**config.mk**
```make
export PLATFORM = sky130hd
export DESIGN_NAME = clksu_top
export DESIGN_NICKNAME = d
export VERILOG_FILES = /design/src/include/clksu_pkg.sv /design/src/design/clksu_top.sv /design/src/design/clksu_tick_counter.sv
export SDC_FILE = /design/constraint.sdc
export NUM_CORES = 1
export LEC_CHECK = 0
export ABC_AREA = 1
export BUFFER_PORTS_ARGS = -buffer_cell sky130_fd_sc_hd__buf_2
export CAP_MARGIN = 0
export CELL_PAD_IN_SITES_DETAIL_PLACEMENT = 1
export CELL_PAD_IN_SITES_GLOBAL_PLACEMENT = 1
export CORE_UTILIZATION = 45
export DETAILED_ROUTE_END_ITERATION = 8
export PLACE_DENSITY = 0.87
export REMOVE_ABC_BUFFERS = 1
export SLEW_MARGIN = 20
export SYNTH_ARGS = -nofsm -noshare
export SYNTH_HDL_FRONTEND = slang
export SYNTH_SLANG_ARGS = --single-unit
export TNS_END_PERCENT = 100
```
**constraint.sdc**
```tcl
create_clock -name clk_sys_i -period 3.1 [get_ports clk_sys_i]
set_input_delay 0.62 -clock clk_sys_i [delete_from_list [all_inputs] [get_ports clk_sys_i]]
set_output_delay 0.62 -clock clk_sys_i [all_outputs]
set_load 0.02 [all_outputs]
```
**src/include/clksu_pkg.sv**
```systemverilog
/*
 * Package for the clock source and start-up control block: fuse codes,
 * start-up cycle counts, watchdog delays, and shared enumerations.
 * Assumes fuse values arrive as plain levels, 1 meaning unprogrammed.
 */
package clksu_pkg;

  typedef enum logic [2:0] {
    SRC_CRYSTAL,
    SRC_LF_CRYSTAL,
    SRC_EXT_RC,
    SRC_INT_RC,
    SRC_EXT_CLK
  } clksu_src_e;

  typedef enum logic [2:0] {
    RNG_NONE,
    RNG_0P4_0P9,
    RNG_0P9_3P0,
    RNG_3P0_8P0,
    RNG_1P0_16P0
  } clksu_range_e;

  typedef enum logic [1:0] {
    SLP_IDLE,
    SLP_ADC_NR,
    SLP_PDOWN,
    SLP_PSAVE
  } clksu_sleep_e;

  typedef enum logic [1:0] {
    DLY_NONE,
    DLY_SHORT,
    DLY_LONG
  } clksu_dly_e;

  localparam int unsigned CNT_W = 17;

  localparam logic FUSE_PROGRAMMED   = 1'h0;
  localparam logic FUSE_UNPROGRAMMED = 1'h1;

  localparam logic [3:0] SEL_CRYSTAL_MIN = 4'ha;
  localparam logic [3:0] SEL_LF_CRYSTAL  = 4'h9;
  localparam logic [3:0] SEL_EXT_RC_MIN  = 4'h5;
  localparam logic [3:0] SEL_INT_RC_MIN  = 4'h1;
  localparam logic [3:0] SEL_EXT_CLK     = 4'h0;

  localparam logic [2:0] XTAL_CODE_LOW  = 3'h5;
  localparam logic [2:0] XTAL_CODE_MID  = 3'h6;
  localparam logic [2:0] XTAL_CODE_HIGH = 3'h7;

  // shipped configuration: internal rc, longest start-up
  localparam logic [3:0] DEFAULT_SRC_SEL = 4'h1;
  localparam logic [1:0] DEFAULT_STARTUP = 2'h2;
  localparam logic       DEFAULT_OPT     = FUSE_UNPROGRAMMED;

  localparam logic [CNT_W-1:0] CK_6   = 17'h00006;
  localparam logic [CNT_W-1:0] CK_18  = 17'h00012;
  localparam logic [CNT_W-1:0] CK_258 = 17'h00102;
  localparam logic [CNT_W-1:0] CK_1K  = 17'h00400;
  localparam logic [CNT_W-1:0] CK_16K = 17'h04000;
  localparam logic [CNT_W-1:0] CK_32K = 17'h08000;

  // watchdog oscillator ticks: about 4.1 ms and 65 ms at 5 V
  localparam logic [CNT_W-1:0] WDT_SHORT_CYCLES = 17'h01000;
  localparam logic [CNT_W-1:0] WDT_LONG_CYCLES  = 17'h10000;

endpackage

```
**src/design/clksu_top.sv**
```systemverilog
/*
 * Clock source decode, start-up timing and clock domain gating.
 * Assumes tick inputs are one-cycle pulses synchronous to clk_sys_i, one
 * per cycle of the selected source and of the watchdog oscillator.
 */
`timescale 1ns/1ps
`default_nettype none

// Functional notes
// - Decode source select: 1111-1010 crystal, 1001 lf crystal, rc, int rc, 0000 ext.
// - A fuse value of one means unprogrammed, zero means programmed.
// - Wake from power-down or power-save counts source cycles before execution.
// - Start from reset adds a delay counted on the watchdog oscillator.
// - Reset delay is none, 4096 or 65536 watchdog oscillator cycles.
// - Factory default is source select 0001 with start-up select 10.
// - Crystal bits 3:1 pick range; programmed amplifier option gives 1-16 MHz.
// - Amplifier option programmed gives full swing, otherwise reduced swing.
// - Crystal, select bit 0 clear: 258 or 1K cycles with table delays.
// - Crystal, select bit 0 set: 1K or 16K cycles with table delays.
// - Some external interrupts are caught even while the i/o clock is halted.
// - Two-wire address match is caught while the i/o clock is halted.
// - The i/o clock feeds i/o modules and the external interrupt module.
// - Program memory clock runs together with the cpu clock.
// - Async timer clock domain keeps running during sleep, except in power-down.
// - Converter clock runs while cpu and i/o clocks are halted in adc noise reduction sleep.
module clksu_top #(
  parameter logic [clksu_pkg::CNT_W-1:0] WDT_LONG_TICKS = clksu_pkg::WDT_LONG_CYCLES,
  parameter logic [clksu_pkg::CNT_W-1:0] CK_16K_TICKS   = clksu_pkg::CK_16K,
  parameter logic [clksu_pkg::CNT_W-1:0] CK_32K_TICKS   = clksu_pkg::CK_32K
) (
  input  wire logic        clk_sys_i,                           // system clock
  input  wire logic        srst_i,                              // sync reset, high
  input  wire logic [3:0]  clock_source_select_fuses_i,         // source fuses
  input  wire logic [1:0]  startup_time_fuses_i,                // start-up fuses
  input  wire logic        oscillator_amplifier_option_fuse_i,  // amp option
  input  wire logic        src_clk_tick_i,                      // source cycle
  input  wire logic        watchdog_oscillator_tick_i,          // wdt osc cycle
  input  wire logic        sleep_req_i,                         // enter sleep
  input  wire logic [1:0]  sleep_mode_i,                        // sleep kind
  input  wire logic        ext_int_async_i,                     // async ext int
  input  wire logic        two_wire_interface_addr_match_i,     // address hit
  input  wire logic        async_timer_wake_i,                  // timer event
  input  wire logic        converter_done_i,                    // conversion end
  input  wire logic        wake_ack_i,                          // clear pending
  output logic [2:0]       clk_source_o,                        // source family
  output logic [2:0]       crystal_range_o,                     // crystal range
  output logic             full_swing_o,                        // rail swing
  output logic             fuse_reserved_o,                     // reserved code
  output logic             startup_busy_o,                      // counting
  output logic             core_run_o,                          // execute
  output logic             cpu_clk_en_o,                        // cpu clock
  output logic             io_clk_en_o,                         // i/o clock
  output logic             program_memory_clk_en_o,             // flash clock
  output logic             async_timer_clock_en_o,              // async timer
  output logic             converter_clock_en_o,                // adc clock
  output logic             ext_int_pending_o,                   // ext int seen
  output logic             addr_match_pending_o                 // address seen
);

  typedef enum logic [2:0] {
    ST_LOAD,
    ST_ARM,
    ST_START,
    ST_RUN,
    ST_SLEEP
  } clksu_state_e;

  clksu_state_e            st_q, st_d;
  clksu_pkg::clksu_sleep_e mode_q, mode_d;
  logic [3:0]              fuse_src_q;
  logic [1:0]              fuse_start_q;
  logic                    fuse_opt_q;
  logic                    from_reset_q;
  logic                    osc_start, wdt_start, osc_done, wdt_done;
  logic                    wake, deep;
  logic [clksu_pkg::CNT_W-1:0] osc_tgt, wdt_tgt;
  clksu_pkg::clksu_dly_e   dly;

  function automatic clksu_pkg::clksu_src_e src_of(input logic [3:0] s);
    if (s >= clksu_pkg::SEL_CRYSTAL_MIN) begin
      src_of = clksu_pkg::SRC_CRYSTAL;
    end else if (s == clksu_pkg::SEL_LF_CRYSTAL) begin
      src_of = clksu_pkg::SRC_LF_CRYSTAL;
    end else if (s >= clksu_pkg::SEL_EXT_RC_MIN) begin
      src_of = clksu_pkg::SRC_EXT_RC;
    end else if (s >= clksu_pkg::SEL_INT_RC_MIN) begin
      src_of = clksu_pkg::SRC_INT_RC;
    end else begin
      src_of = clksu_pkg::SRC_EXT_CLK;
    end
  endfunction

  // start-up cycles of the selected source
  function automatic logic [clksu_pkg::CNT_W-1:0] ck_of(input logic [3:0] s,
                                                         input logic [1:0] t);
    ck_of = clksu_pkg::CK_6;
    case (src_of(s))
      clksu_pkg::SRC_CRYSTAL: begin
        if (!s[0]) begin
          ck_of = t[1] ? clksu_pkg::CK_1K : clksu_pkg::CK_258;
        end else begin
          ck_of = (t == 2'h0) ? clksu_pkg::CK_1K : CK_16K_TICKS;
        end
      end
      clksu_pkg::SRC_LF_CRYSTAL: begin
        ck_of = t[1] ? CK_32K_TICKS : clksu_pkg::CK_1K;
      end
      clksu_pkg::SRC_EXT_RC: begin
        ck_of = (t == 2'h3) ? clksu_pkg::CK_6 : clksu_pkg::CK_18;
      end
      default: begin
        ck_of = clksu_pkg::CK_6;
      end
    endcase
  endfunction

  // extra delay after reset, counted on the watchdog oscillator
  function automatic clksu_pkg::clksu_dly_e dly_of(input logic [3:0] s,
                                                   input logic [1:0] t);
    dly_of = clksu_pkg::DLY_LONG;
    case (src_of(s))
      clksu_pkg::SRC_CRYSTAL: begin
        case ({s[0], t})
          3'h0:    dly_of = clksu_pkg::DLY_SHORT;
          3'h1:    dly_of = clksu_pkg::DLY_LONG;
          3'h2:    dly_of = clksu_pkg::DLY_NONE;
          3'h3:    dly_of = clksu_pkg::DLY_SHORT;
          3'h4:    dly_of = clksu_pkg::DLY_LONG;
          3'h5:    dly_of = clksu_pkg::DLY_NONE;
          3'h6:    dly_of = clksu_pkg::DLY_SHORT;
          default: dly_of = clksu_pkg::DLY_LONG;
        endcase
      end
      clksu_pkg::SRC_LF_CRYSTAL: begin
        dly_of = (t == 2'h0) ? clksu_pkg::DLY_SHORT : clksu_pkg::DLY_LONG;
      end
      clksu_pkg::SRC_EXT_RC: begin
        case (t)
          2'h0:    dly_of = clksu_pkg::DLY_NONE;
          2'h2:    dly_of = clksu_pkg::DLY_LONG;
          default: dly_of = clksu_pkg::DLY_SHORT;
        endcase
      end
      default: begin
        // reserved code 11 falls back to the longest delay
        case (t)
          2'h0:    dly_of = clksu_pkg::DLY_NONE;
          2'h1:    dly_of = clksu_pkg::DLY_SHORT;
          default: dly_of = clksu_pkg::DLY_LONG;
        endcase
      end
    endcase
  endfunction

  // fuses sampled once, in the cycle after reset release
  always_ff @(posedge clk_sys_i) begin
    if (srst_i) begin
      fuse_src_q <= clksu_pkg::DEFAULT_SRC_SEL;
      fuse_start_q <= clksu_pkg::DEFAULT_STARTUP;
      fuse_opt_q <= clksu_pkg::DEFAULT_OPT;
    end else if (st_q == ST_LOAD) begin
      fuse_src_q <= clock_source_select_fuses_i;
      fuse_start_q <= startup_time_fuses_i;
      fuse_opt_q <= oscillator_amplifier_option_fuse_i;
    end
  end

  always_ff @(posedge clk_sys_i) begin
    if (srst_i) begin
      clk_source_o    <= 3'h0;
      crystal_range_o <= 3'h0;
      full_swing_o    <= 1'h0;
      fuse_reserved_o <= 1'h0;
    end else begin
      clk_source_o    <= src_of(fuse_src_q);
      full_swing_o    <= (fuse_opt_q == clksu_pkg::FUSE_PROGRAMMED);
      fuse_reserved_o <= (fuse_start_q == 2'h3) && (src_of(fuse_src_q) == clksu_pkg::SRC_LF_CRYSTAL
                         || src_of(fuse_src_q) == clksu_pkg::SRC_INT_RC);
      if (src_of(fuse_src_q) != clksu_pkg::SRC_CRYSTAL) begin
        crystal_range_o <= clksu_pkg::RNG_NONE;
      end else if (fuse_opt_q == clksu_pkg::FUSE_PROGRAMMED) begin
        crystal_range_o <= clksu_pkg::RNG_1P0_16P0;
      end else begin
        case (fuse_src_q[3:1])
          clksu_pkg::XTAL_CODE_LOW: crystal_range_o <= clksu_pkg::RNG_0P4_0P9;
          clksu_pkg::XTAL_CODE_MID: crystal_range_o <= clksu_pkg::RNG_0P9_3P0;
          default:                  crystal_range_o <= clksu_pkg::RNG_3P0_8P0;
        endcase
      end
    end
  end

  assign deep = (mode_q == clksu_pkg::SLP_PDOWN) || (mode_q == clksu_pkg::SLP_PSAVE);
  // interrupt and address paths do not depend on the i/o clock enable
  assign wake = ext_int_async_i || two_wire_interface_addr_match_i
                || (async_timer_wake_i && mode_q != clksu_pkg::SLP_PDOWN)
                || (converter_done_i && !deep);
  assign mode_d = (st_q == ST_RUN && sleep_req_i) ? clksu_pkg::clksu_sleep_e'(sleep_mode_i)
                                                  : mode_q;

  assign dly       = dly_of(fuse_src_q, fuse_start_q);
  assign osc_tgt   = ck_of(fuse_src_q, fuse_start_q);
  assign osc_start = (st_q == ST_ARM) || (st_q == ST_SLEEP && wake && deep);
  assign wdt_start = osc_start;

  always_comb begin
    case (dly)
      clksu_pkg::DLY_SHORT: wdt_tgt = clksu_pkg::WDT_SHORT_CYCLES;
      clksu_pkg::DLY_LONG:  wdt_tgt = WDT_LONG_TICKS;
      default:              wdt_tgt = '0;
    endcase
    if (st_q != ST_ARM || !from_reset_q) begin
      wdt_tgt = '0;
    end
  end

  clksu_tick_counter u_osc_cnt (
    .clk_sys_i (clk_sys_i),
    .srst_i    (srst_i),
    .start_i   (osc_start),
    .target_i  (osc_tgt),
    .tick_i    (src_clk_tick_i),
    .done_o    (osc_done)
  );

  clksu_tick_counter u_wdt_cnt (
    .clk_sys_i (clk_sys_i),
    .srst_i    (srst_i),
    .start_i   (wdt_start),
    .target_i  (wdt_tgt),
    .tick_i    (watchdog_oscillator_tick_i),
    .done_o    (wdt_done)
  );

  always_comb begin
    st_d = st_q;
    case (st_q)
      ST_LOAD:  st_d = ST_ARM;
      ST_ARM:   st_d = ST_START;
      ST_START: begin
        if (osc_done && wdt_done && !osc_start) begin
          st_d = ST_RUN;
        end
      end
      ST_RUN: begin
        if (sleep_req_i) begin
          st_d = ST_SLEEP;
        end
      end
      ST_SLEEP: begin
        if (wake) begin
          st_d = deep ? ST_START : ST_RUN;
        end
      end
      default:  st_d = ST_LOAD;
    endcase
  end

  always_ff @(posedge clk_sys_i) begin
    if (srst_i) begin
      st_q <= ST_LOAD;
    end else begin
      st_q <= st_d;
    end
  end

  always_ff @(posedge clk_sys_i) begin
    if (srst_i) begin
      mode_q <= clksu_pkg::SLP_IDLE;
    end else begin
      mode_q <= mode_d;
    end
  end

  always_ff @(posedge clk_sys_i) begin
    if (srst_i) begin
      from_reset_q <= 1'h1;
    end else if (st_q == ST_RUN) begin
      from_reset_q <= 1'h0;
    end
  end

  always_ff @(posedge clk_sys_i) begin
    if (srst_i) begin
      core_run_o     <= 1'h0;
      startup_busy_o <= 1'h0;
    end else begin
      core_run_o     <= (st_d == ST_RUN);
      startup_busy_o <= (st_d == ST_START) || (st_d == ST_ARM);
    end
  end

  // clock gating per state and sleep mode
  always_ff @(posedge clk_sys_i) begin
    if (srst_i) begin
      cpu_clk_en_o            <= 1'h0;
      program_memory_clk_en_o <= 1'h0;
      io_clk_en_o             <= 1'h0;
      async_timer_clock_en_o  <= 1'h0;
      converter_clock_en_o    <= 1'h0;
    end else begin
      cpu_clk_en_o            <= (st_d == ST_RUN);
      program_memory_clk_en_o <= (st_d == ST_RUN);
      io_clk_en_o             <= (st_d == ST_RUN)
                                 || (st_d == ST_SLEEP && mode_d == clksu_pkg::SLP_IDLE);
      async_timer_clock_en_o  <= (st_d == ST_RUN)
                                 || (st_d == ST_SLEEP && mode_d != clksu_pkg::SLP_PDOWN);
      converter_clock_en_o    <= (st_d == ST_RUN)
                                 || (st_d == ST_SLEEP && mode_d != clksu_pkg::SLP_PDOWN
                                     && mode_d != clksu_pkg::SLP_PSAVE);
    end
  end

  // set wins over the acknowledge
  always_ff @(posedge clk_sys_i) begin
    if (srst_i) begin
      ext_int_pending_o <= 1'h0;
    end else if (ext_int_async_i) begin
      ext_int_pending_o <= 1'h1;
    end else if (wake_ack_i) begin
      ext_int_pending_o <= 1'h0;
    end
  end

  always_ff @(posedge clk_sys_i) begin
    if (srst_i) begin
      addr_match_pending_o <= 1'h0;
    end else if (two_wire_interface_addr_match_i) begin
      addr_match_pending_o <= 1'h1;
    end else if (wake_ack_i) begin
      addr_match_pending_o <= 1'h0;
    end
  end
endmodule

`default_nettype wire

```
**src/design/clksu_tick_counter.sv**
```systemverilog
/*
 * Down-counter of qualified ticks from a loaded target to zero.
 * Assumes tick_i is a one-cycle pulse per counted oscillator cycle.
 */
`timescale 1ns/1ps
`default_nettype none

module clksu_tick_counter (
  input  wire logic                       clk_sys_i, // system clock
  input  wire logic                       srst_i,    // sync reset, high
  input  wire logic                       start_i,   // load target
  input  wire logic [clksu_pkg::CNT_W-1:0] target_i,  // ticks to wait
  input  wire logic                       tick_i,    // one counted cycle
  output logic                            done_o     // target reached
);

  logic [clksu_pkg::CNT_W-1:0] cnt_q;
  logic                        done_q;

  always_ff @(posedge clk_sys_i) begin
    if (srst_i) begin
      cnt_q <= '0;
    end else if (start_i) begin
      cnt_q <= target_i;
    end else if (tick_i && cnt_q != '0) begin
      cnt_q <= cnt_q - 17'h00001;
    end
  end

  // a zero target finishes on the load edge itself
  always_ff @(posedge clk_sys_i) begin
    if (srst_i) begin
      done_q <= 1'h0;
    end else if (start_i) begin
      done_q <= (target_i == '0);
    end else if (tick_i && cnt_q == 17'h00001) begin
      done_q <= 1'h1;
    end
  end

  assign done_o = done_q;

endmodule

`default_nettype wire

```
==> metrics.yaml <==
outcome: "complete, no violations"
rsz0062_at_grt: "false"
max_stage_delay_ns: 0.39
cp-start-kind: "primary input"
timing.final.crit_period_ns: 1.871
cp_data_arrival_time_ns: 2.14
path_delay_family: "simple AND/OR/NAND/NOR gates"
critical_path_peak_fanout: 14
via_count_of_the_first_global_routing_pass: 3678
part_of_the_yosys_area_used_for_sequential_elements: 0.3665
hpwl_mm: 7.069
slew_headroom: 0.5804
drive_gt1_frac: 0.1481
synth_area_per_cell_um2: 6.522
drt-initial-drc-count: 75
clkSlewWorstSetupHoldPaths_ns: 0.07
placement_rows: 31
crit_path_end_kind: "flip-flop"
postSynthCellCount: 536
cts_sinks: 64
synthMuxAreaShare: 0
design.portCount: 36
critical_path.n_buffers_inverters: 3
yosys_cell_types: 39
cts_max_level: 3
vias: 3485
clock_tree.root_cell: "sky130_fd_sc_hd__clkbuf_8"
timing.critical_path.required_ns: 3.37
fill_cells: 1026
timing_hold_violations_final: 0
setup.worst_path.class: "in2reg"
synth_seq_cells: 64
yosysWarnings: 0
drt.antenna.violating_nets: 0
cts_hold_repair.buffers: 0
clock_path_buffers: 2
fraction_of_the_mapped_netlist_area_in_compound_gates: 0.1152
worst_skew_pair.late_latency_ns: 0.35
chipWidth_um: 90.14
max-cap-violations: 0
hold_slack_ns: 0.4607
grt_antenna_before_repair: 0
main_combinational_cell_family_by_area_after_synthesis: "simple AND/OR/NAND/NOR gates"
detail_route.wl_per_cell_um: 14.33
synth_area_um2: 3496
core_region_area_um2: 7370
grt_util_all_layers: 0.2545
adder_cell_fraction_of_synth_area: 0.01432
cts_tree: "built"
detail_route.first_pass.iterations: 4
cp_slowest_cell: "sky130_fd_sc_hd__nor2_2"
grt_overflow: 0
fin_skew_ns: 0.009346
total_power_mw: 4.502
worst-slew-pin-transition_ns: 0.6294
gpl.final_weighted_congestion: 0.8251
die_h_um: 90.14
place_ws_ns: 0.8665
setup_viol: 0
grt_max_degree: 27
asyncSetResetFlopFracSynth: 0
worstHoldPathType: "reg2reg"
antenna_cells_inserted: 0
post_synth_xor_area_fraction: 0.01002
finalMaxSlewViolations: 0
drt-total-wl_mm: 9.644
cts_buffers: 9
final_nets: 592
detail_route.vias_per_cell: 5.178
number_of_flops_mapped_to_enable_cells_by_yosys: 0
layout-area-overhead-vs-synth_pct: 11.06
power.ir.vdd_worst_uv: 329.7
design.die.area_um2: 8125
pwr_density_cell_nw_per_um2: 1160
power.leakage_nw: 1.871
synth_simple_gate_area_share: 0.3962
finalWorstSetupSlack_ns: 1.229
min_period_over_period: 0.6035
timing.fmax_mhz: 534.6
ctsResizeCount: 0
post_cts_buffers: 0
port_buffers: 35
drcViolationCount: 0
initial_utilization: 0.4744
timing.critical_path.cells: "buf_2 > inv_2 > nand2_1 > nor2_1 > nand2_2 > nand2_1 > nand2_2 > nor2_2 > inv_1 > a21oi_1"
predominant_post_synthesis_flop_cell: "sky130_fd_sc_hd__dfxtp_1"
most-common-layout-cells: "sky130_fd_sc_hd__nand2_1 (132), sky130_fd_sc_hd__nor2_1 (89), sky130_fd_sc_hd__dfxtp_1 (64), sky130_fd_sc_hd__inv_1 (60), sky130_fd_sc_hd__nand3_1 (39)"
grt_first_pass_wirelength_mm: 16.93
most_common_library_cell_in_the_layout_ignoring_fill_and_taps: "sky130_fd_sc_hd__nand2_1"
setup_tns_ns: 0
cells in the mapped netlist (2+ instances only):
cell	instances	area [um^2]
sky130_fd_sc_hd__a21oi_1	25	125.1
sky130_fd_sc_hd__nand3b_1	5	37.54
sky130_fd_sc_hd__nand2_2	5	31.28
sky130_fd_sc_hd__nor2_1	89	334.1
sky130_fd_sc_hd__nand2_4	3	33.78
sky130_fd_sc_hd__nand4_1	14	87.58
sky130_fd_sc_hd__a31oi_1	2	12.51
sky130_fd_sc_hd__inv_1	60	225.2
sky130_fd_sc_hd__a21oi_2	5	43.79
sky130_fd_sc_hd__inv_2	5	18.77
sky130_fd_sc_hd__buf_6	2	22.52
sky130_fd_sc_hd__clkbuf_1	5	18.77
sky130_fd_sc_hd__nand3_2	2	20.02
sky130_fd_sc_hd__o21ai_0	34	170.2
sky130_fd_sc_hd__dfxtp_1	64	1281
sky130_fd_sc_hd__nand3_1	39	195.2
sky130_fd_sc_hd__o211ai_1	2	15.01
sky130_fd_sc_hd__buf_2	2	10.01
sky130_fd_sc_hd__xnor2_1	2	17.52
sky130_fd_sc_hd__ha_1	4	50.05
sky130_fd_sc_hd__xor2_1	2	17.52
sky130_fd_sc_hd__nor3_1	8	40.04
sky130_fd_sc_hd__nor3b_1	2	15.01
sky130_fd_sc_hd__nor2_2	6	37.54
sky130_fd_sc_hd__nand2_1	132	495.5
sky130_fd_sc_hd__buf_4	3	22.52
sky130_fd_sc_hd__or2_2	2	12.51
path summary, 6_finish.rpt:
| check | cells past startpoint | slack, ns | start | endpoint |
|---|---|---|---|---|
| max | 10 | 1.23 | ext_int_async_i | u_wdt_cnt.cnt_q[0] |
| min | 2 | 0.46 | u_osc_cnt.cnt_q[16] | u_osc_cnt.cnt_q[16] |
| max reg2reg | 11 | 1.23 | u_wdt_cnt.cnt_q[0] | u_wdt_cnt.cnt_q[6] |
| min reg2reg | 2 | 0.46 | u_osc_cnt.cnt_q[16] | u_osc_cnt.cnt_q[16] |
tightest hold or removal path: stages (launching register included):
cell	delay [ns]
sky130_fd_sc_hd__dfxtp_1	0.32
sky130_fd_sc_hd__nand2_1	0.06
sky130_fd_sc_hd__a31oi_1	0.04
per-stage QoR:
stage                     instances  area [um^2]    util
final                           673         3882  0.5268
after global routing            673         3882  0.5268
after CTS                       673         3882  0.5268
after detailed placement        657         3717  0.5044
after global placement          657         3717  0.5044
after floorplan                 523         3418       -
layout make-up:
type | count | area (um^2) | area share
clock buffer | 11 | 131.4 | 0.03384
clock inverter | 5 | 33.78 | 0.008701
inverter | 68 | 264.0 | 0.06800
multi-input combinational | 391 | 1873 | 0.4824
sequential | 64 | 1281 | 0.3300
tap | 99 | 123.9 | 0.03190
timing repair buffer | 35 | 175.2 | 0.04512
layer usage:
layer,vias to the layer above,GRT usage,share of wire
met5,-,0,0
met4,0,0.08871,0.014
met3,10,0.03807,0.024
met2,43,0.4396,0.49
met1,1654,0.3219,0.47
li1,1778,-,-
power breakdown:
part           total, mW  internal [mW]  leakage, nW  switching (mW)
clock network      0.634          0.289       0.0793           0.345
registers           1.30           1.06        0.525           0.244
logic               2.56          0.830         1.27            1.73
total               4.50           2.18         1.87            2.32
registers in the layout, summed over array words and instances, names as in the netlist, 2 cells and up:
name / count
clk_source_o: 3
crystal_range_o: 3
fuse_src_q: 4
fuse_start_q: 2
mode_q: 2
st_q: 3
u_osc_cnt.cnt_q: 17
u_wdt_cnt.cnt_q: 17
kinds of logic (layout without fill, tap and decap cells):
logic type,Yosys count,after routing
buffers and inverters,81,119
AND/OR/NAND/NOR,311,311
adder cells (fa/ha/maj),4,4
flip-flops,64,64
XOR/XNOR,4,4
AO/OA/AOI/OAI,72,72
(Power assumes the default switching activity.)
